### src/include/cofc_pkg.sv
// cofc_pkg: offsets, field layout, reset values and codes of the output format registers
// assumes a byte-wide register port with 8-bit addresses
package cofc_pkg;
  localparam int unsigned ADDR_W = 8;
  localparam int unsigned DATA_W = 8;
  localparam logic [7:0] OUTPUT_FORMAT_THREE_FOUR_OFFSET = 8'h06;
  localparam logic [7:0] OUTPUT_FIVE_FORMAT_AND_ALARM_REF_OFFSET = 8'h07;
  localparam logic [7:0] OUTPUT_FORMAT_THREE_FOUR_RESET = 8'h2c;
  localparam logic [7:0] OUTPUT_FIVE_FORMAT_AND_ALARM_REF_RESET = 8'h2a;
  localparam int unsigned LOW_FIELD_LSB = 0;
  localparam int unsigned HIGH_FIELD_LSB = 3;
  localparam int unsigned FIELD_W = 3;
  localparam logic [7:0] WRITABLE_MASK = 8'h3f;
  // three-bit output format codes
  localparam logic [2:0] FMT_RSVD0 = 3'h0;
  localparam logic [2:0] FMT_DISABLE = 3'h1;
  localparam logic [2:0] FMT_CMOS = 3'h2;
  localparam logic [2:0] FMT_LVDS_LOW = 3'h3;
  localparam logic [2:0] FMT_RSVD4 = 3'h4;
  localparam logic [2:0] FMT_LVPECL = 3'h5;
  localparam logic [2:0] FMT_CML = 3'h6;
  localparam logic [2:0] FMT_LVDS = 3'h7;
  // decoded format, one-hot
  typedef enum logic [6:0] {
    COFC_FMT_RESERVED = 7'b000_0001,
    COFC_FMT_DISABLED = 7'b000_0010,
    COFC_FMT_CMOS = 7'b000_0100,
    COFC_FMT_LVDS_LOW = 7'b000_1000,
    COFC_FMT_LVPECL = 7'b001_0000,
    COFC_FMT_CML = 7'b010_0000,
    COFC_FMT_LVDS = 7'b100_0000
  } cofc_format_type;
  // frequency offset alarm reference codes
  localparam logic [2:0] REF_EXTERNAL = 3'h0;
  localparam logic [2:0] REF_INPUT_1 = 3'h1;
  localparam logic [2:0] REF_INPUT_2 = 3'h2;
  localparam logic [2:0] REF_INPUT_3 = 3'h3;
  localparam logic [2:0] REF_INPUT_4 = 3'h4;
  localparam logic [4:0] REF_ONEHOT_NONE = 5'h00;
endpackage

### src/hdl/cofc_config_regs.sv
// cofc_config_regs: output format registers for outputs 3, 4, 5 and alarm reference select
// assumes a byte register port on the same clock, write strobe one cycle per write
`timescale 1ns/100ps

// How it works
// - register 6 bits 5:3 pick output 4 format or disable it
// - format codes: 1 off, 2 cmos, 3 low lvds, 5 lvpecl, 6 cml, 7 lvds
// - register 6 bits 2:0 pick output 3 format or disable it
// - register 7 bits 5:3 pick output 5 format or disable it
// - register 7 bits 2:0 pick the offset alarm reference, 0 external, 1-4 inputs
// - reset loads 0x2c into register 6 and 0x2a into register 7
module cofc_config_regs (
  // clock and reset
  input wire logic i_clk,
  input wire logic i_reset,
  // register port
  input wire logic [7:0] i_addr,
  input wire logic i_write,
  input wire logic [7:0] i_wdata,
  input wire logic i_read,
  output logic [7:0] o_rdata,
  output logic o_rvalid,
  // output 3 format
  output cofc_pkg::cofc_format_type o_out3_format,
  output logic o_out3_enabled,
  // output 4 format
  output cofc_pkg::cofc_format_type o_out4_format,
  output logic o_out4_enabled,
  // output 5 format
  output cofc_pkg::cofc_format_type o_out5_format,
  output logic o_out5_enabled,
  // offset alarm reference
  output logic [2:0] o_offset_alarm_ref_sel,
  output logic o_ref_external,
  output logic [3:0] o_ref_input,
  output logic o_ref_reserved,
  // raw fields and high-power count
  output logic [2:0] o_out3_format_sel,
  output logic [2:0] o_out4_format_sel,
  output logic [2:0] o_out5_format_sel,
  output logic [1:0] o_high_power_count
);
  // register contents and their next values
  logic [7:0] output_format_three_four;
  logic [7:0] output_five_format_and_alarm_ref;
  logic [7:0] next_output_format_three_four;
  logic [7:0] next_output_five_format_and_alarm_ref;
  logic [7:0] next_rdata;
  // address hits
  logic hit_three_four;
  logic hit_five_ref;
  // field codes
  logic [2:0] out3_code;
  logic [2:0] out4_code;
  logic [2:0] out5_code;
  logic [2:0] ref_code;
  // decoded helpers
  logic out3_hp;
  logic out4_hp;
  logic out5_hp;
  logic [4:0] next_ref_onehot;
  logic [1:0] next_high_power_count;

  // low or high three-bit field of a register
  function automatic logic [2:0] field_at(input logic [7:0] value, input logic high);
    field_at = high ? value[cofc_pkg::HIGH_FIELD_LSB +: cofc_pkg::FIELD_W]
                    : value[cofc_pkg::LOW_FIELD_LSB +: cofc_pkg::FIELD_W];
  endfunction

  // address compare against one register offset
  function automatic logic addr_hit(input logic [7:0] addr, input logic [7:0] offset);
    addr_hit = (addr == offset);
  endfunction

  // writable bits only, reserved bits forced to zero
  function automatic logic [7:0] writable(input logic [7:0] value);
    writable = value & cofc_pkg::WRITABLE_MASK;
  endfunction

  // one-hot alarm reference, nothing for reserved codes
  function automatic logic [4:0] ref_onehot(input logic [2:0] code);
    case (code)
      cofc_pkg::REF_EXTERNAL: ref_onehot = 5'h01;
      cofc_pkg::REF_INPUT_1: ref_onehot = 5'h02;
      cofc_pkg::REF_INPUT_2: ref_onehot = 5'h04;
      cofc_pkg::REF_INPUT_3: ref_onehot = 5'h08;
      cofc_pkg::REF_INPUT_4: ref_onehot = 5'h10;
      default: ref_onehot = cofc_pkg::REF_ONEHOT_NONE;
    endcase
  endfunction

  // one flag widened to a count term
  function automatic logic [1:0] count_term(input logic flag);
    count_term = {1'b0, flag};
  endfunction

  // address decode
  always_comb begin
    hit_three_four = addr_hit(i_addr, cofc_pkg::OUTPUT_FORMAT_THREE_FOUR_OFFSET);
    hit_five_ref = addr_hit(i_addr, cofc_pkg::OUTPUT_FIVE_FORMAT_AND_ALARM_REF_OFFSET);
  end

  // field extraction
  always_comb begin
    out3_code = field_at(output_format_three_four, 1'b0);
    out4_code = field_at(output_format_three_four, 1'b1);
    out5_code = field_at(output_five_format_and_alarm_ref, 1'b1);
    ref_code = field_at(output_five_format_and_alarm_ref, 1'b0);
  end

  // next register values, writes to other addresses ignored
  always_comb begin
    next_output_format_three_four = output_format_three_four;
    next_output_five_format_and_alarm_ref = output_five_format_and_alarm_ref;
    if (i_write && hit_three_four) begin
      next_output_format_three_four = writable(i_wdata);
    end
    if (i_write && hit_five_ref) begin
      next_output_five_format_and_alarm_ref = writable(i_wdata);
    end
  end

  // register 6
  always_ff @(posedge i_clk) begin
    if (i_reset) begin
      output_format_three_four <= cofc_pkg::OUTPUT_FORMAT_THREE_FOUR_RESET;
    end else begin
      output_format_three_four <= next_output_format_three_four;
    end
  end

  // register 7
  always_ff @(posedge i_clk) begin
    if (i_reset) begin
      output_five_format_and_alarm_ref <= cofc_pkg::OUTPUT_FIVE_FORMAT_AND_ALARM_REF_RESET;
    end else begin
      output_five_format_and_alarm_ref <= next_output_five_format_and_alarm_ref;
    end
  end

  // read data, zero when idle or unmapped
  always_comb begin
    next_rdata = 8'h00;
    if (i_read && hit_three_four) begin
      next_rdata = writable(output_format_three_four);
    end else if (i_read && hit_five_ref) begin
      next_rdata = writable(output_five_format_and_alarm_ref);
    end
  end

  // read-back
  always_ff @(posedge i_clk) begin
    if (i_reset) begin
      o_rdata <= 8'h00;
      o_rvalid <= 1'b0;
    end else begin
      o_rdata <= next_rdata;
      o_rvalid <= i_read;
    end
  end

  // raw fields of register 6
  always_ff @(posedge i_clk) begin
    if (i_reset) begin
      o_out3_format_sel <= 3'h0;
      o_out4_format_sel <= 3'h0;
    end else begin
      o_out3_format_sel <= out3_code;
      o_out4_format_sel <= out4_code;
    end
  end

  // raw fields of register 7
  always_ff @(posedge i_clk) begin
    if (i_reset) begin
      o_out5_format_sel <= 3'h0;
      o_offset_alarm_ref_sel <= 3'h0;
    end else begin
      o_out5_format_sel <= out5_code;
      o_offset_alarm_ref_sel <= ref_code;
    end
  end

  // output 3 decode
  cofc_format_decode u_out3 (
    .i_clk(i_clk),
    .i_reset(i_reset),
    .i_code(out3_code),
    .o_format(o_out3_format),
    .o_enabled(o_out3_enabled),
    .o_high_power(out3_hp)
  );

  // output 4 decode
  cofc_format_decode u_out4 (
    .i_clk(i_clk),
    .i_reset(i_reset),
    .i_code(out4_code),
    .o_format(o_out4_format),
    .o_enabled(o_out4_enabled),
    .o_high_power(out4_hp)
  );

  // output 5 decode
  cofc_format_decode u_out5 (
    .i_clk(i_clk),
    .i_reset(i_reset),
    .i_code(out5_code),
    .o_format(o_out5_format),
    .o_enabled(o_out5_enabled),
    .o_high_power(out5_hp)
  );

  // alarm reference decode, reserved codes select nothing
  always_comb begin
    next_ref_onehot = ref_onehot(ref_code);
  end

  // alarm reference outputs
  always_ff @(posedge i_clk) begin
    if (i_reset) begin
      o_ref_external <= 1'b0;
      o_ref_input <= 4'h0;
      o_ref_reserved <= 1'b0;
    end else begin
      o_ref_external <= next_ref_onehot[0];
      o_ref_input <= next_ref_onehot[4:1];
      o_ref_reserved <= (next_ref_onehot == cofc_pkg::REF_ONEHOT_NONE);
    end
  end

  // count of lvpecl/cmos among outputs 3-5, for software power budget checks
  always_comb begin
    next_high_power_count = count_term(out3_hp) + count_term(out4_hp) + count_term(out5_hp);
  end

  always_ff @(posedge i_clk) begin
    if (i_reset) begin
      o_high_power_count <= 2'h0;
    end else begin
      o_high_power_count <= next_high_power_count;
    end
  end
endmodule

### src/hdl/cofc_format_decode.sv
// cofc_format_decode: registered decode of one three-bit output format code
// assumes the code comes from a register on the same clock
`timescale 1ns/100ps
module cofc_format_decode (
  // clock and reset
  input wire logic i_clk,
  input wire logic i_reset,
  // code in
  input wire logic [2:0] i_code,
  // decoded format
  output cofc_pkg::cofc_format_type o_format,
  output logic o_enabled,
  output logic o_high_power
);
  cofc_pkg::cofc_format_type next_format;

  always_comb begin
    case (i_code)
      cofc_pkg::FMT_DISABLE: next_format = cofc_pkg::COFC_FMT_DISABLED;
      cofc_pkg::FMT_CMOS: next_format = cofc_pkg::COFC_FMT_CMOS;
      cofc_pkg::FMT_LVDS_LOW: next_format = cofc_pkg::COFC_FMT_LVDS_LOW;
      cofc_pkg::FMT_LVPECL: next_format = cofc_pkg::COFC_FMT_LVPECL;
      cofc_pkg::FMT_CML: next_format = cofc_pkg::COFC_FMT_CML;
      cofc_pkg::FMT_LVDS: next_format = cofc_pkg::COFC_FMT_LVDS;
      default: next_format = cofc_pkg::COFC_FMT_RESERVED;
    endcase
  end

  always_ff @(posedge i_clk) begin
    if (i_reset) begin
      o_format <= cofc_pkg::COFC_FMT_RESERVED;
      o_enabled <= 1'b0;
      o_high_power <= 1'b0;
    end else begin
      o_format <= next_format;
      o_enabled <= (next_format != cofc_pkg::COFC_FMT_DISABLED) && (next_format != cofc_pkg::COFC_FMT_RESERVED);
      o_high_power <= (next_format == cofc_pkg::COFC_FMT_CMOS) || (next_format == cofc_pkg::COFC_FMT_LVPECL);
    end
  end
endmodule

### config.mk
export PLATFORM = sky130hd
export DESIGN_NAME = cofc_config_regs
export DESIGN_NICKNAME = d
export VERILOG_FILES = /design/src/include/cofc_pkg.sv /design/src/hdl/cofc_config_regs.sv /design/src/hdl/cofc_format_decode.sv
export SDC_FILE = /design/constraint.sdc
export NUM_CORES = 1
export LEC_CHECK = 0
export CORE_MARGIN = 8
export CORE_UTILIZATION = 50
export DETAILED_ROUTE_END_ITERATION = 10
export DONT_BUFFER_PORTS = 1
export PLACE_DENSITY_LB_ADDON = 0.05
export SYNTH_ARGS = -nofsm -noshare
export SYNTH_HDL_FRONTEND = slang
export SYNTH_HIERARCHICAL = 1
export SYNTH_SLANG_ARGS = --single-unit
export TNS_END_PERCENT = 30
### constraint.sdc
create_clock -name i_clk -period 1.3 [get_ports i_clk]
set_input_delay 0.195 -clock i_clk [delete_from_list [all_inputs] [get_ports i_clk]]
set_output_delay 0.195 -clock i_clk [all_outputs]
set_load 0.02 [all_outputs]
* Word-level counts from Yosys, hierarchy flattened
Index checks and enable logic that the tools add are counted.
W data, S select, Z words.
** Word-level totals
- Latch bits :: 0
- Memories kept :: 0
- RAM bits :: 0
- Bits in registers :: 68
- Memory bits (read-only) :: 0
- Output and inout port bits :: 53
- Logic and storage cells :: 79
** Cells by class
- $lt $le $gt $ge :: 0
- Divide/modulo/power cells :: 0
- Muxes and demuxes :: 6
- Reductions and logical operators :: 13
- Bitwise logic cells :: 0
- Shift operators :: 0
- Multiply operators :: 0
- Eq/ne operators :: 36
- Add/subtract/negate cells :: 2
** Operators with widths (count)
- $pmux W7 S6 :: 3
- $eq A3 B3 Y1 const B :: 10
- $pmux W5 S5 :: 1
- $eq A3 B2 Y1 const B :: 8
- $eq A7 B3 Y1 const B :: 3
- $eq A7 B5 Y1 const B :: 3
- $ne A7 B1 Y1 const B :: 3
- $ne A7 B2 Y1 const B :: 3
- $eq A8 B3 Y1 const B :: 2
- $eq A3 B1 Y1 const B :: 4
- $mux W6 :: 2
- $logic_and A1 B1 Y1 :: 7
- $logic_not A5 Y1 :: 1
- $logic_not A3 Y1 :: 1
- $logic_or A1 B1 Y1 :: 3
- $add A1 B1 Y2 :: 1
- $add A2 B1 Y2 :: 1
- $reduce_or A2 Y1 :: 1

* Depth between registers and ports, before layout
Gate-level depths: netlist of run 1.
- Depth in word-level cells :: 4
- Mapped depth :: 4
- Mapped depth without buffers :: 3

* By module
The synthesis of run 1 kept the hierarchy.
** Modules (own cells, without submodules)
- cofc_config_regs :: area each 1343.8 um^2, instances 1, cells an instance 120, seq. area each 780.7 um^2
- cofc_format_decode :: area each 260.2 um^2, instances 3, cells an instance 24, seq. area each 180.2 um^2

* Worst setup path before layout of run 1
Ideal clock, no wire load.
- Path type :: input to register
- From :: in i_addr[5]
- To :: reg output_format_three_four[1]
- Arrival time :: 1.107 ns
- Cell stages on the path :: 4
- Path slack :: 0.071 ns
- Data required time :: 1.179 ns
- Cell sequence :: nor4_4 -> and3b_1 -> buf_6 -> mux2_4
** Between the ends
- Cells in the longest elaborated chain, start to end :: 2
** Ends and longest elaborated chain
- from (decl) :: RTL line cofc_config_regs.sv:17 : input wire logic [7:0] i_addr,
- $eq A8 B3 Y1 :: RTL line cofc_config_regs.sv:72 : addr_hit = (addr == offset);
- $logic_and A1 B1 Y1 :: RTL line cofc_config_regs.sv:115 : if (i_write && hit_three_four) begin
- to (signal assigned) :: RTL line cofc_config_regs.sv:126 : output_format_three_four <= cofc_pkg::OUTPUT_FORMAT_THREE_FOUR_RESET;
- to (signal assigned) :: RTL line cofc_config_regs.sv:128 : output_format_three_four <= next_output_format_three_four;
- to (decl) :: RTL line cofc_config_regs.sv:44 : logic [7:0] output_format_three_four;
Every way passes these cells.
A chain may end at the register's enable or synchronous reset.

* Worst setup path in the final report of run 1
- From :: reg output_format_three_four[2]
- To :: reg u_out3.o_enabled
** Between the ends
- Cells in the longest elaborated chain, start to end :: 4
- Elaborated cells on any way between the ends :: 10
** Ends and longest elaborated chain
- $eq A3 B3 Y1 (tied with other cells) :: RTL line cofc_format_decode.sv:18 : case (i_code)
- $pmux W7 S6 (*) :: RTL line cofc_format_decode.sv:18
- $ne A7 B2 Y1 / $ne A7 B1 Y1 (equally long branches) :: RTL line cofc_format_decode.sv:36 : o_enabled <= (next_format != cofc_pkg::COFC_FMT_DISABLED) && (next_format != cofc_pkg::COFC_FMT_RESERVED);
- $logic_and A1 B1 Y1 (*) :: RTL line cofc_format_decode.sv:36
- to (signal assigned) :: RTL line cofc_format_decode.sv:36
- to (decl) :: RTL line cofc_format_decode.sv:12 : output logic o_enabled,
Every way passes the cells marked *; elsewhere a longest branch is shown, timed or not.

==> results of run 1 <==
==> per-layer routing <==
layer,vias to the layer above,part of all wire (%)
li1,653,-
met1,634,42
met2,54,48
met3,9,8.1
met4,0,2.1
met5,-,0
==> cell type report <==
| type | instances | area [um^2] |
|---|---|---|
| Fill cell | 350 | 1603 |
| Sequential cell | 66 | 1325 |
| Multi-Input combinational cell | 114 | 740.7 |
| Clock buffer | 14 | 172.7 |
| Timing Repair Buffer | 13 | 125.1 |
| Tap cell | 50 | 62.56 |
| Inverter | 5 | 18.77 |
| Clock inverter | 2 | 10.01 |
==> repair_timing <==
| item | 4_1_cts | 5_1_grt |
|---|---|---|
| endpoints found under the setup margin | 0 | 3 |
| hold buffers | 11 | 0 |
| gates resized for setup | 0 | 3 |
| hold endpoints to repair | 20 | 0 |
==> kinds of logic (layout without fill, tap and decap cells) <==
group,count (synthesis),count (layout)
DFF,66,66
other,1,2
muxes,18,18
adders and majority gates,1,1
AOI/OAI and AO/OA,9,9
and+or+nand+nor,84,84
buffers and inverters,13,34
==> cells in the mapped netlist <==
cell / number
nor4_4: 1
fa_1: 1
nand2_1: 3
buf_2: 2
clkbuf_1: 3
nand3_2: 1
nor2b_1: 12
nor4_1: 1
nor4bb_1: 1
and3b_1: 1
nand2b_1: 17
buf_6: 1
mux2_4: 1
nor4b_1: 2
and4b_1: 1
o22ai_2: 3
buf_4: 2
mux2i_1: 17
or2_1: 3
nand4_1: 1
dfxtp_1: 66
conb_1: 1
a21oi_1: 3
o21bai_1: 3
nor2_1: 39
inv_1: 5
nor3_1: 1
==> cells in the final DEF, fill, tap and decap left out <==
cell	synthesis	routed
clkbuf_8	0	12
buf_4	2	2
nor4_4	1	1
nor3_1	1	1
inv_1	5	5
mux2i_1	17	17
a21oi_1	3	3
dfxtp_2	0	3
clkinv_2	0	2
clkbuf_1	3	2
nor4bb_1	1	1
and4b_1	1	1
nor2_1	39	39
dfxtp_1	66	63
nand2_1	3	3
nor4_1	1	1
nand4_1	1	1
mux2_4	1	1
conb_1	1	2
and3b_1	1	1
or2_1	3	3
nor4b_1	2	2
nor2b_1	12	12
o21bai_1	3	3
o22ai_2	3	3
dlygate4sd3_1	0	11
fa_1	1	1
nand2b_1	17	17
nand3_2	1	1
==> worst register-to-register path: cells and delay by family, from the launching register on <==
| family | cells | cell delay [ns] |
|---|---|---|
| buffers and inverters | 1 | 0.54 |
| DFF | 1 | 0.37 |
| AOI/OAI and AO/OA | 1 | 0.17 |
| and+or+nand+nor | 1 | 0.05 |
==> registers in the layout, indices dropped and copies added, names as in the netlist, 4 cells and up <==
name and cells:
u_out5/o_format 7, u_out4/o_format 7, output_format_three_four 6, o_ref_input 4
o_rdata 6, u_out3/o_format 7, output_five_format_and_alarm_ref 6
==> worst min path at each step <==
stage	endpoint	slack, ns	depth (start not counted)
5_1_grt	output_five_format_and_alarm_ref[2]$_SDFFE_PP0P_	0.003	2
2_1_floorplan	u_out3/o_enabled$_SDFF_PP0_	0.27	1
3_3_place_gp	o_high_power_count[0]$_SDFF_PP0_	0.27	1
3_5_place_dp	o_offset_alarm_ref_sel[1]$_SDFF_PP0_	0.27	1
4_1_cts	output_five_format_and_alarm_ref[2]$_SDFFE_PP0P_	0.005	2
6_report	output_five_format_and_alarm_ref[2]$_SDFFE_PP0P_	0.02	2
==> metrics by stage <==
step	util, %	setup WS, ns	instances	power, W	cell area (um^2)
2_1_floorplan	-	0.07118	193	0.002220	2128
3_3_place_gp	53.19	0.1401	237	0.002212	2158
3_5_place_dp	53.19	0.1046	237	0.002214	2158
4_1_cts	60.41	0.04962	264	0.003760	2451
5_1_grt	60.50	0.002424	264	0.003866	2455
6_report	60.50	0.06942	264	0.003725	2455
==> power by group <==
part / leakage [nW] / switching (W) / total (W) / internal (W)
Clock: 0.0965 / 0.000685 / 0.00153 / 0.000844
Sequential: 0.538 / 0.0000502 / 0.00211 / 0.00206
Combinational: 0.412 / 0.0000369 / 0.0000913 / 0.0000544
==> run metrics, run 1 <==
outcome=finished, final reports clean; maximum clock path buffer count=2; Clock Root Buffer=clkbuf_8; Post-Route Skew=0.004571 ns; met2 layer usage reported by global route=21.09%; peak ir drop on the vdd network=0.9514 mV; Register-to-Register Path Depth=3; flop and latch count out of synthesis=66; number of vias per cell=5.114; worst-path fanout max=6; Sum Neg Setup Slack=0 ns; site row count=23; GRT Residual Overflow=0; most congested layer reported by global routing=met2; post-CTS setup repair buffer count=0; final critical path time including I/O delays and setup=1.231 ns; Layout Nets=230; horizontal extent of the die=81.19 um; Global Route met3 Usage=5.519%; worst hold margin=0.01661 ns; maximum number of pins on one net before global-route repair=37; clock tree from TritonCTS=done; endpoint of the worst register-to-register path=u_out3/o_enabled$_SDFF_PP0_; CP max-delay cell=dlygate4sd3_1; area leader, netlist=dfxtp_1; Final Cycle Share=94.66%; Leak Pwr=1.046 nW; Worst R2R Setup Slack=0.07 ns; main combinational cell family by area after synthesis=simple AND/OR/NAND/NOR gates; Wirelength per Cell=17.09 um; number of library cell types mapped by synthesis=27; # port buffers=0; register clock-pin slew on the reported worst setup and hold paths=0.06 ns; arrival time at the worst endpoint=1.44 ns; Worst Path Required=1.51 ns; worst setup path startpoint=output_format_three_four[2]$_SDFFE_PP1P_; max-cap check violation count=0; detailed-routing iteration count for the pre-antenna-repair pass=4; highest clock frequency the design can meet=812.6 MHz; sort of element at the start of the critical path=flop; CP endpoint kind=flop; ratio of cells with drive above 1 in the final layout=11.68%; mux contribution to synthesized area=8.716%; detailed router's first-iteration violation count=71; endpoint of the most critical setup path=u_out3/o_enabled$_SDFF_PP0_; Avg Cell Area, Syn=11.07 um^2; post-synthesis sequential area ratio=62.19%; Cell Area, Synth=2125 um^2; later-pin clock latency in the skew report=0.32 ns; setup repair after global routing missed its margin=false; number of clock sinks=66; Starting Density=52.36%; buffers and inverters on the worst path=1; adder and majority gate portion of the synthesized area=0.9423%; compound-gate portion of the synthesized area=3.534%; die footprint=6591 um^2; post-detailed-route DRC marker count=0; Crit Path Class=flop to flop; initial antenna violation count=0; final hold vios=0; ports placed on the boundary=73; number of clock buffers inserted by TritonCTS=9; xor-xnor portion of the synthesized cell area=0%; drt total wl=4.513 mm; antenna diode instance count=0; family with the most delay on the worst path=buffers and inverters; Synthesis Warnings=6; remaining number of nets flagged by the antenna check after routing=0; number of cells produced by synthesis=192; dpl hpwl=2.948 mm; Critical Path Max Stage Delay=0.54 ns; DIE HEIGHT=81.19 um; via count=1,350; Cell Pwr Density=1517 nW/um^2; number of gates on the worst path with buffers counted=3; area share of and/or/nand/nor cells after synthesis=21.32%; GRT Total Usage=13.43%; FF-to-FF Start=output_format_three_four[2]$_SDFFE_PP1P_; CP cell instances=a21oi_1, nor2_1, dlygate4sd3_1; Max H-tree Level=3; Yosys top cell area share=62.19%; startpoint of the tightest hold check path=i_wdata[2]; Slew Viols, Final=0; cell types occupying the most area after synthesis=dfxtp_1 62%, mux2i_1 8.0%, nor2_1 6.9%; first-pass GRT wire length=6.520 mm; Area growth, synth to finish=15.55%; placeable core region=4058 um^2; GP Congestion=0.7417; setup-violating endpoint count in the final report=0; via count of the first global-routing pass=1,299; type of the most critical hold path=input pin to flop; met1 Track Usage GR=14.68%
No activity file was read; power rests on OpenSTA's default activity.
==> run 2: changes to the inputs <==
SETUP_SLACK_MARGIN = 0.3   (was unset)
==> run metrics, run 2 (synthesized netlist as in run 1, its figures left out) <==
outcome=complete, but fails checks; failing checks=hold timing; Worst Path Required=1.56 ns (+0.05 ns); FF-to-FF Start=u_out3/o_high_power$_SDFF_PP0_; arrival time at the worst endpoint=1.28 ns (-0.16 ns); peak ir drop on the vdd network=0.6681 mV (-30%); number of vias per cell=5.035 (-1.5%); max-cap check violation count=0 (unchanged); first-pass GRT wire length=6.292 mm (-3.5%); Worst R2R Setup Slack=0.28 ns (+0.21 ns); type of the most critical hold path=input pin to flop; Layout Nets=220 (-4.3%); placeable core region=4058 um^2 (unchanged); number of clock sinks=66 (unchanged); net switching fraction of the power=20.58% (-0.13 points); site row count=23 (unchanged); sort of element at the start of the critical path=flop; Sum Neg Setup Slack=0 ns (unchanged); Max H-tree Level=3 (unchanged); die footprint=6591 um^2 (unchanged); Post-Route Skew=0.006619 ns (+0.002048 ns); drt total wl=4.275 mm (-5.3%); number of gates on the worst path with buffers counted=2 (-1); register clock-pin slew on the reported worst setup and hold paths=0.06 ns (about the same); Slew Viols, Final=0 (unchanged); Area growth, synth to finish=10.72%; ratio of cells with drive above 1 in the final layout=11.27% (-0.41 points); worst-path fanout max=1 (-5); setup repair after global routing missed its margin=true; CP cell instances=fa_1, nor2b_1; detailed-routing iteration count for the pre-antenna-repair pass=5 (+1); share of total power in the clock network=41.3% (+0.3 points); top flop regs=u_out3/o_format (7), u_out4/o_format (7), u_out5/o_format (7); later-pin clock latency in the skew report=0.32 ns (about the same); Starting Density=52.36% (unchanged); DIE HEIGHT=81.19 um (unchanged); endpoint of the most critical setup path=o_high_power_count[0]$_SDFF_PP0_; # port buffers=0 (unchanged); most common library cell in the layout ignoring fill and taps=dfxtp_1; maximum clock path buffer count=2 (unchanged); via count of the first global-routing pass=1,268 (-2.4%); initial antenna violation count=0 (unchanged); Clock Root Buffer=clkbuf_8; final critical path time including I/O delays and setup=1.017 ns (-0.2135 ns); net switching power=0.0007608 W (-1.4%); antenna diode instance count=0 (unchanged); CP max-delay cell=fa_1; worst setup path startpoint=u_out3/o_high_power$_SDFF_PP0_; highest clock frequency the design can meet=983.2 MHz (+21%); clock tree from TritonCTS=done; GRT Residual Overflow=0 (unchanged); GRT Total Usage=13.03% (-0.40 points); Leak Pwr=1.003 nW (-4.2%); maximum number of pins on one net before global-route repair=46 (+24%); final hold vios=19 (+19); dpl hpwl=3.003 mm (+1.9%); GP Congestion=0.7533 (+1.6%); Flop pwr share=57.0% (+0.5 points); ports placed on the boundary=73 (unchanged); via count=1,279 (-5.3%); detailed router's first-iteration violation count=42 (-41%); Cell Pwr Density=1571 nW/um^2 (+3.6%); CP endpoint kind=flop; setup-violating endpoint count in the final report=0 (unchanged); number of clock buffers inserted by TritonCTS=9 (unchanged); endpoint of the worst register-to-register path=o_high_power_count[0]$_SDFF_PP0_; dpl cells=237 (unchanged); remaining number of nets flagged by the antenna check after routing=0 (unchanged); P_int=0.002936 W (-0.60%); count of hold-fix buffers inserted at cts=1 (-10); most frequent cells in the layout=65 x dfxtp_1, 39 x nor2_1, 17 x nand2b_1, 17 x mux2i_1; horizontal extent of the die=81.19 um (unchanged); family with the most delay on the worst path=adder cells; share of total power in combinational logic=1.7% (-0.8 points); Crit Path Class=flop to flop; Final Cycle Share=78.23% (-16 points); Register-to-Register Path Depth=2 (-1); buffers and inverters on the worst path=0 (-1); post-detailed-route DRC marker count=0 (unchanged); Critical Path Max Stage Delay=0.52 ns (-0.02 ns); Wirelength per Cell=16.83 um (-1.5%); fin cells=254 (-3.8%); worst hold margin=-0.05870 ns (-0.07531 ns)
[run 2: cell types whose count changed in the layout (fill, tap and decap cells not counted), sizes merged]
cell         before  now
dlygate4sd3      11    1
[run 2: cell type report]
type | instances | area (um^2)
clock buffer | 14 | 172.7
clock inverter | 2 | 10.01
fill | 346 | 1705
inverter | 5 | 18.77
multi-input combinational | 114 | 740.7
sequential | 66 | 1323
tap | 50 | 62.56
timing repair buffer | 3 | 25.02
[run 2: worst reg2reg max path, stage by stage, from the launching register on]
cell and delay (ns):
dfxtp_2 0.32, fa_1 0.52, nor2b_1 0.11
[run 2: power groups by stage]
stage          clock (W)  combinational, W  sequential (W)
2_1_floorplan          0         0.0000747         0.00215
3_3_place_gp           0         0.0000597         0.00215
3_5_place_dp           0         0.0000623         0.00215
4_1_cts          0.00157         0.0000647         0.00211
5_1_grt          0.00168         0.0000710         0.00211
6_report         0.00153         0.0000638         0.00211
[run 2: worst min-delay path by stage]
stage,depth (start not counted),endpoint,slack [ns],startpoint
finish,1,o_ref_external$_SDFF_PP0_,-0.06,i_reset
global placement,1,o_high_power_count[0]$_SDFF_PP0_,0.27,i_reset
floorplan,1,u_out3/o_enabled$_SDFF_PP0_,0.27,i_reset
global route,1,o_out4_format_sel[2]$_SDFF_PP0_,-0.09,i_reset
detailed placement,1,o_out3_format_sel[2]$_SDFF_PP0_,0.27,i_reset
CTS,1,u_out5/o_enabled$_SDFF_PP0_,-0.08,i_reset
[run 2: layer usage]
layer  track usage (%)  vias to the layer above  wire, um
met2             18.52                       49      1919
met1             14.58                      593      1788
met3             6.071                       11       438
li1                  -                      626         -
met4             10.89                        0       129
met5                 0                        -         0
[run 2: stage by stage]
| step | setup WS, ns | total power [W] | utilization [%] | hold slack, ns | area [um^2] |
|---|---|---|---|---|---|
| 5_1_grt | 0.2572 | 0.003854 | 57.97 | -0.08547 | 2352 |
| 4_1_cts | 0.2700 | 0.003742 | 57.97 | -0.07918 | 2352 |
| 2_1_floorplan | 0.07328 | 0.002220 | - | 0.2674 | 2128 |
| 3_5_place_dp | 0.09458 | 0.002215 | 53.19 | 0.2733 | 2158 |
| 6_report | 0.2830 | 0.003697 | 57.97 | -0.05870 | 2352 |
| 3_3_place_gp | 0.1423 | 0.002211 | 53.19 | 0.2725 | 2158 |
[run 2: repair_timing]
action | in CTS | in global routing
resized for setup | 1 | 0
pin swaps | 0 | 0
setup buffers | 0 | 0
hold endpoints to repair | 20 | 19
endpoints found under the setup margin | 1 | 5
==> run 3: changes to the inputs <==
clock period = 1 ns   (was 1.3 ns; I/O delays follow)
==> run metrics, run 3 (synthesized netlist as in run 1, its figures left out) <==
Crit Path Class=flop to flop; pre-CTS WS=-0.1444 ns (-0.2390 ns); Slew Viols, Final=0 (unchanged); initial antenna violation count=0 (unchanged); buffers and inverters on the worst path=0 (unchanged); die footprint=6591 um^2 (unchanged); top flop regs=u_out3/o_format (7), u_out4/o_format (7), u_out5/o_format (7); count of hold-fix buffers inserted at cts=5 (+4); placeable core region=4058 um^2 (unchanged); horizontal extent of the die=81.19 um (unchanged); clock tree from TritonCTS=done; GP Congestion=0.8220 (+9.1%); Clock Root Buffer=clkbuf_8; Critical Path Max Stage Delay=0.54 ns (+0.02 ns); maximum clock path buffer count=2 (unchanged); worst-path fanout max=1 (unchanged); Layout Nets=228 (+3.6%); Wirelength per Cell=17.73 um (+5.3%); final setup slack of the worst path=-0.04121 ns (-0.3242 ns); FF-to-FF Start=u_out5/o_high_power$_SDFF_PP0_; max-cap check violation count=0 (unchanged); Power Total=0.005069 W (+37%); DIE HEIGHT=81.19 um (unchanged); CP cell instances=fa_2, nor2b_1; worst hold margin=-0.1136 ns (-0.05488 ns); startpoint of the tightest hold check path=i_reset; via count of the first global-routing pass=1,376 (+8.5%); final hold vios=28 (+9); first-pass GRT wire length=7.093 mm (+13%); Fill cells=281 (-19%); failing checks=hold timing, setup timing; type of the most critical hold path=input pin to flop; via count=1,357 (+6.1%); Sum Neg Setup Slack=-0.04121 ns (-0.04121 ns); most frequent cells in the layout=61 x dfxtp_4, 24 x nor2_1, 17 x mux2i_1; Area growth, synth to finish=39.64%; Cell Pwr Density=1709 nW/um^2 (+8.7%); remaining number of nets flagged by the antenna check after routing=0 (unchanged); Final Cycle Share=104.1% (+26 points); setup-violating endpoint count in the final report=1 (+1); met2 WL post-DR=2.283 mm (+19%); Starting Density=52.36% (unchanged); highest clock frequency the design can meet=960.4 MHz (-2.3%); most common library cell in the layout ignoring fill and taps=dfxtp_4; number of vias per cell=5.179 (+2.9%); GRT Total Usage=14.73% (+1.7 points); site row count=23 (unchanged); arrival time at the worst endpoint=1.32 ns (+0.04 ns); top routing layer used=met4; Worst Path Required=1.27 ns (-0.29 ns); post-CTS setup repair buffer count=0 (unchanged); setup repair after global routing missed its margin=true; WL met3=415 um (-5.3%); number of clock buffers inserted by TritonCTS=9 (unchanged); ratio of cells with drive above 1 in the final layout=62.74% (+51 points); family with the most delay on the worst path=adder cells; Leak Pwr=1.166 nW (+16%); GRT Residual Overflow=0 (unchanged); detailed router's first-iteration violation count=61 (+45%); peak ir drop on the vdd network=1.655 mV (+150%); later-pin clock latency in the skew report=0.33 ns (about the same); CP max-delay cell=fa_2; maximum number of pins on one net before global-route repair=46 (unchanged); ports placed on the boundary=73 (unchanged); detailed-route wire length on metal 1=1.870 mm (+4.6%); CP endpoint kind=flop; outcome=complete, but fails checks; final critical path time including I/O delays and setup=1.041 ns (+0.02416 ns); # port buffers=0 (unchanged); worst setup path startpoint=u_out5/o_high_power$_SDFF_PP0_; dpl hpwl=2.987 mm (-0.53%); register clock-pin slew on the reported worst setup and hold paths=0.07 ns (about the same); Max H-tree Level=3 (unchanged); number of clock sinks=66 (unchanged); Post-Route Skew=0.009448 ns (+0.002829 ns); detailed-routing iteration count for the pre-antenna-repair pass=4 (-1); post-detailed-route DRC marker count=0 (unchanged); antenna diode instance count=0 (unchanged); sort of element at the start of the critical path=flop; drt total wl=4.644 mm (+8.6%)
-- run 3: cell types whose count changed in the layout (fill, tap and decap cells not counted), moves of 10 or more --
cell	delta
dfxtp_1	-63
dfxtp_4	+61
nand2b_1	-12
nand2b_4	+11
nor2_1	-15
nor2_2	+10
-- run 3: path summary, 6_finish.rpt --
path / slack [ns] / cells after the start / endpoint
max: -0.04 / 2 / o_high_power_count[0]$_SDFF_PP0_
min: -0.11 / 1 / o_out5_format_sel[0]$_SDFF_PP0_
max reg2reg: -0.04 / 2 / o_high_power_count[0]$_SDFF_PP0_
min reg2reg: 0.51 / 1 / u_out3/o_format[0]$_SDFF_PP1_
-- run 3: area by class of cell --
cell class | count | area [um^2] | area share [%]
clock buffers | 15 | 186.4 | 6.284
inverters | 5 | 18.77 | 0.6326
well taps | 50 | 62.56 | 2.109
clock inverters | 1 | 30.03 | 1.012
flip-flops and latches | 66 | 1554 | 52.38
repair buffers | 11 | 113.9 | 3.838
multi-input cells | 114 | 1001 | 33.74
-- run 3: repair_timing --
item,in CTS,in global routing
gates cloned,0,0
resized for setup,155,31
endpoints found under the hold margin,47,26
endpoints found under the setup margin,106,100
pin swaps,35,41
-- run 3: through the flow --
stage / cell area (um^2) / instances / utilization, % / hold slack (ns)
6_report: 2967 / 262 / 73.11 / -0.1136
5_1_grt: 2967 / 262 / 73.11 / -0.1442
4_1_cts: 2838 / 262 / 69.94 / -0.1471
3_5_place_dp: 2192 / 241 / 54.02 / 0.2294
3_3_place_gp: 2192 / 241 / 54.02 / 0.2282
2_1_floorplan: 2132 / 193 / - / 0.2224
-- run 3: per-layer routing --
metal	up-vias	global-route usage [%]
met2	48	23.26
met3	7	6.512
met5	-	0
met4	0	8.571
li1	651	-
met1	651	16.17
-- run 3: where the power goes --
part	internal [W]	total [W]	switching (W)
Sequential	0.00253	0.00260	0.0000659
Combinational	0.0000763	0.000125	0.0000487
Clock	0.00143	0.00235	0.000918
-- run 3: worst register-to-register path: cells and delay by family (launching register included) --
| family | cells | cell delay (ns) |
|---|---|---|
| adders and majority gates | 1 | 0.54 |
| DFF | 1 | 0.33 |
| and+or+nand+nor | 1 | 0.12 |
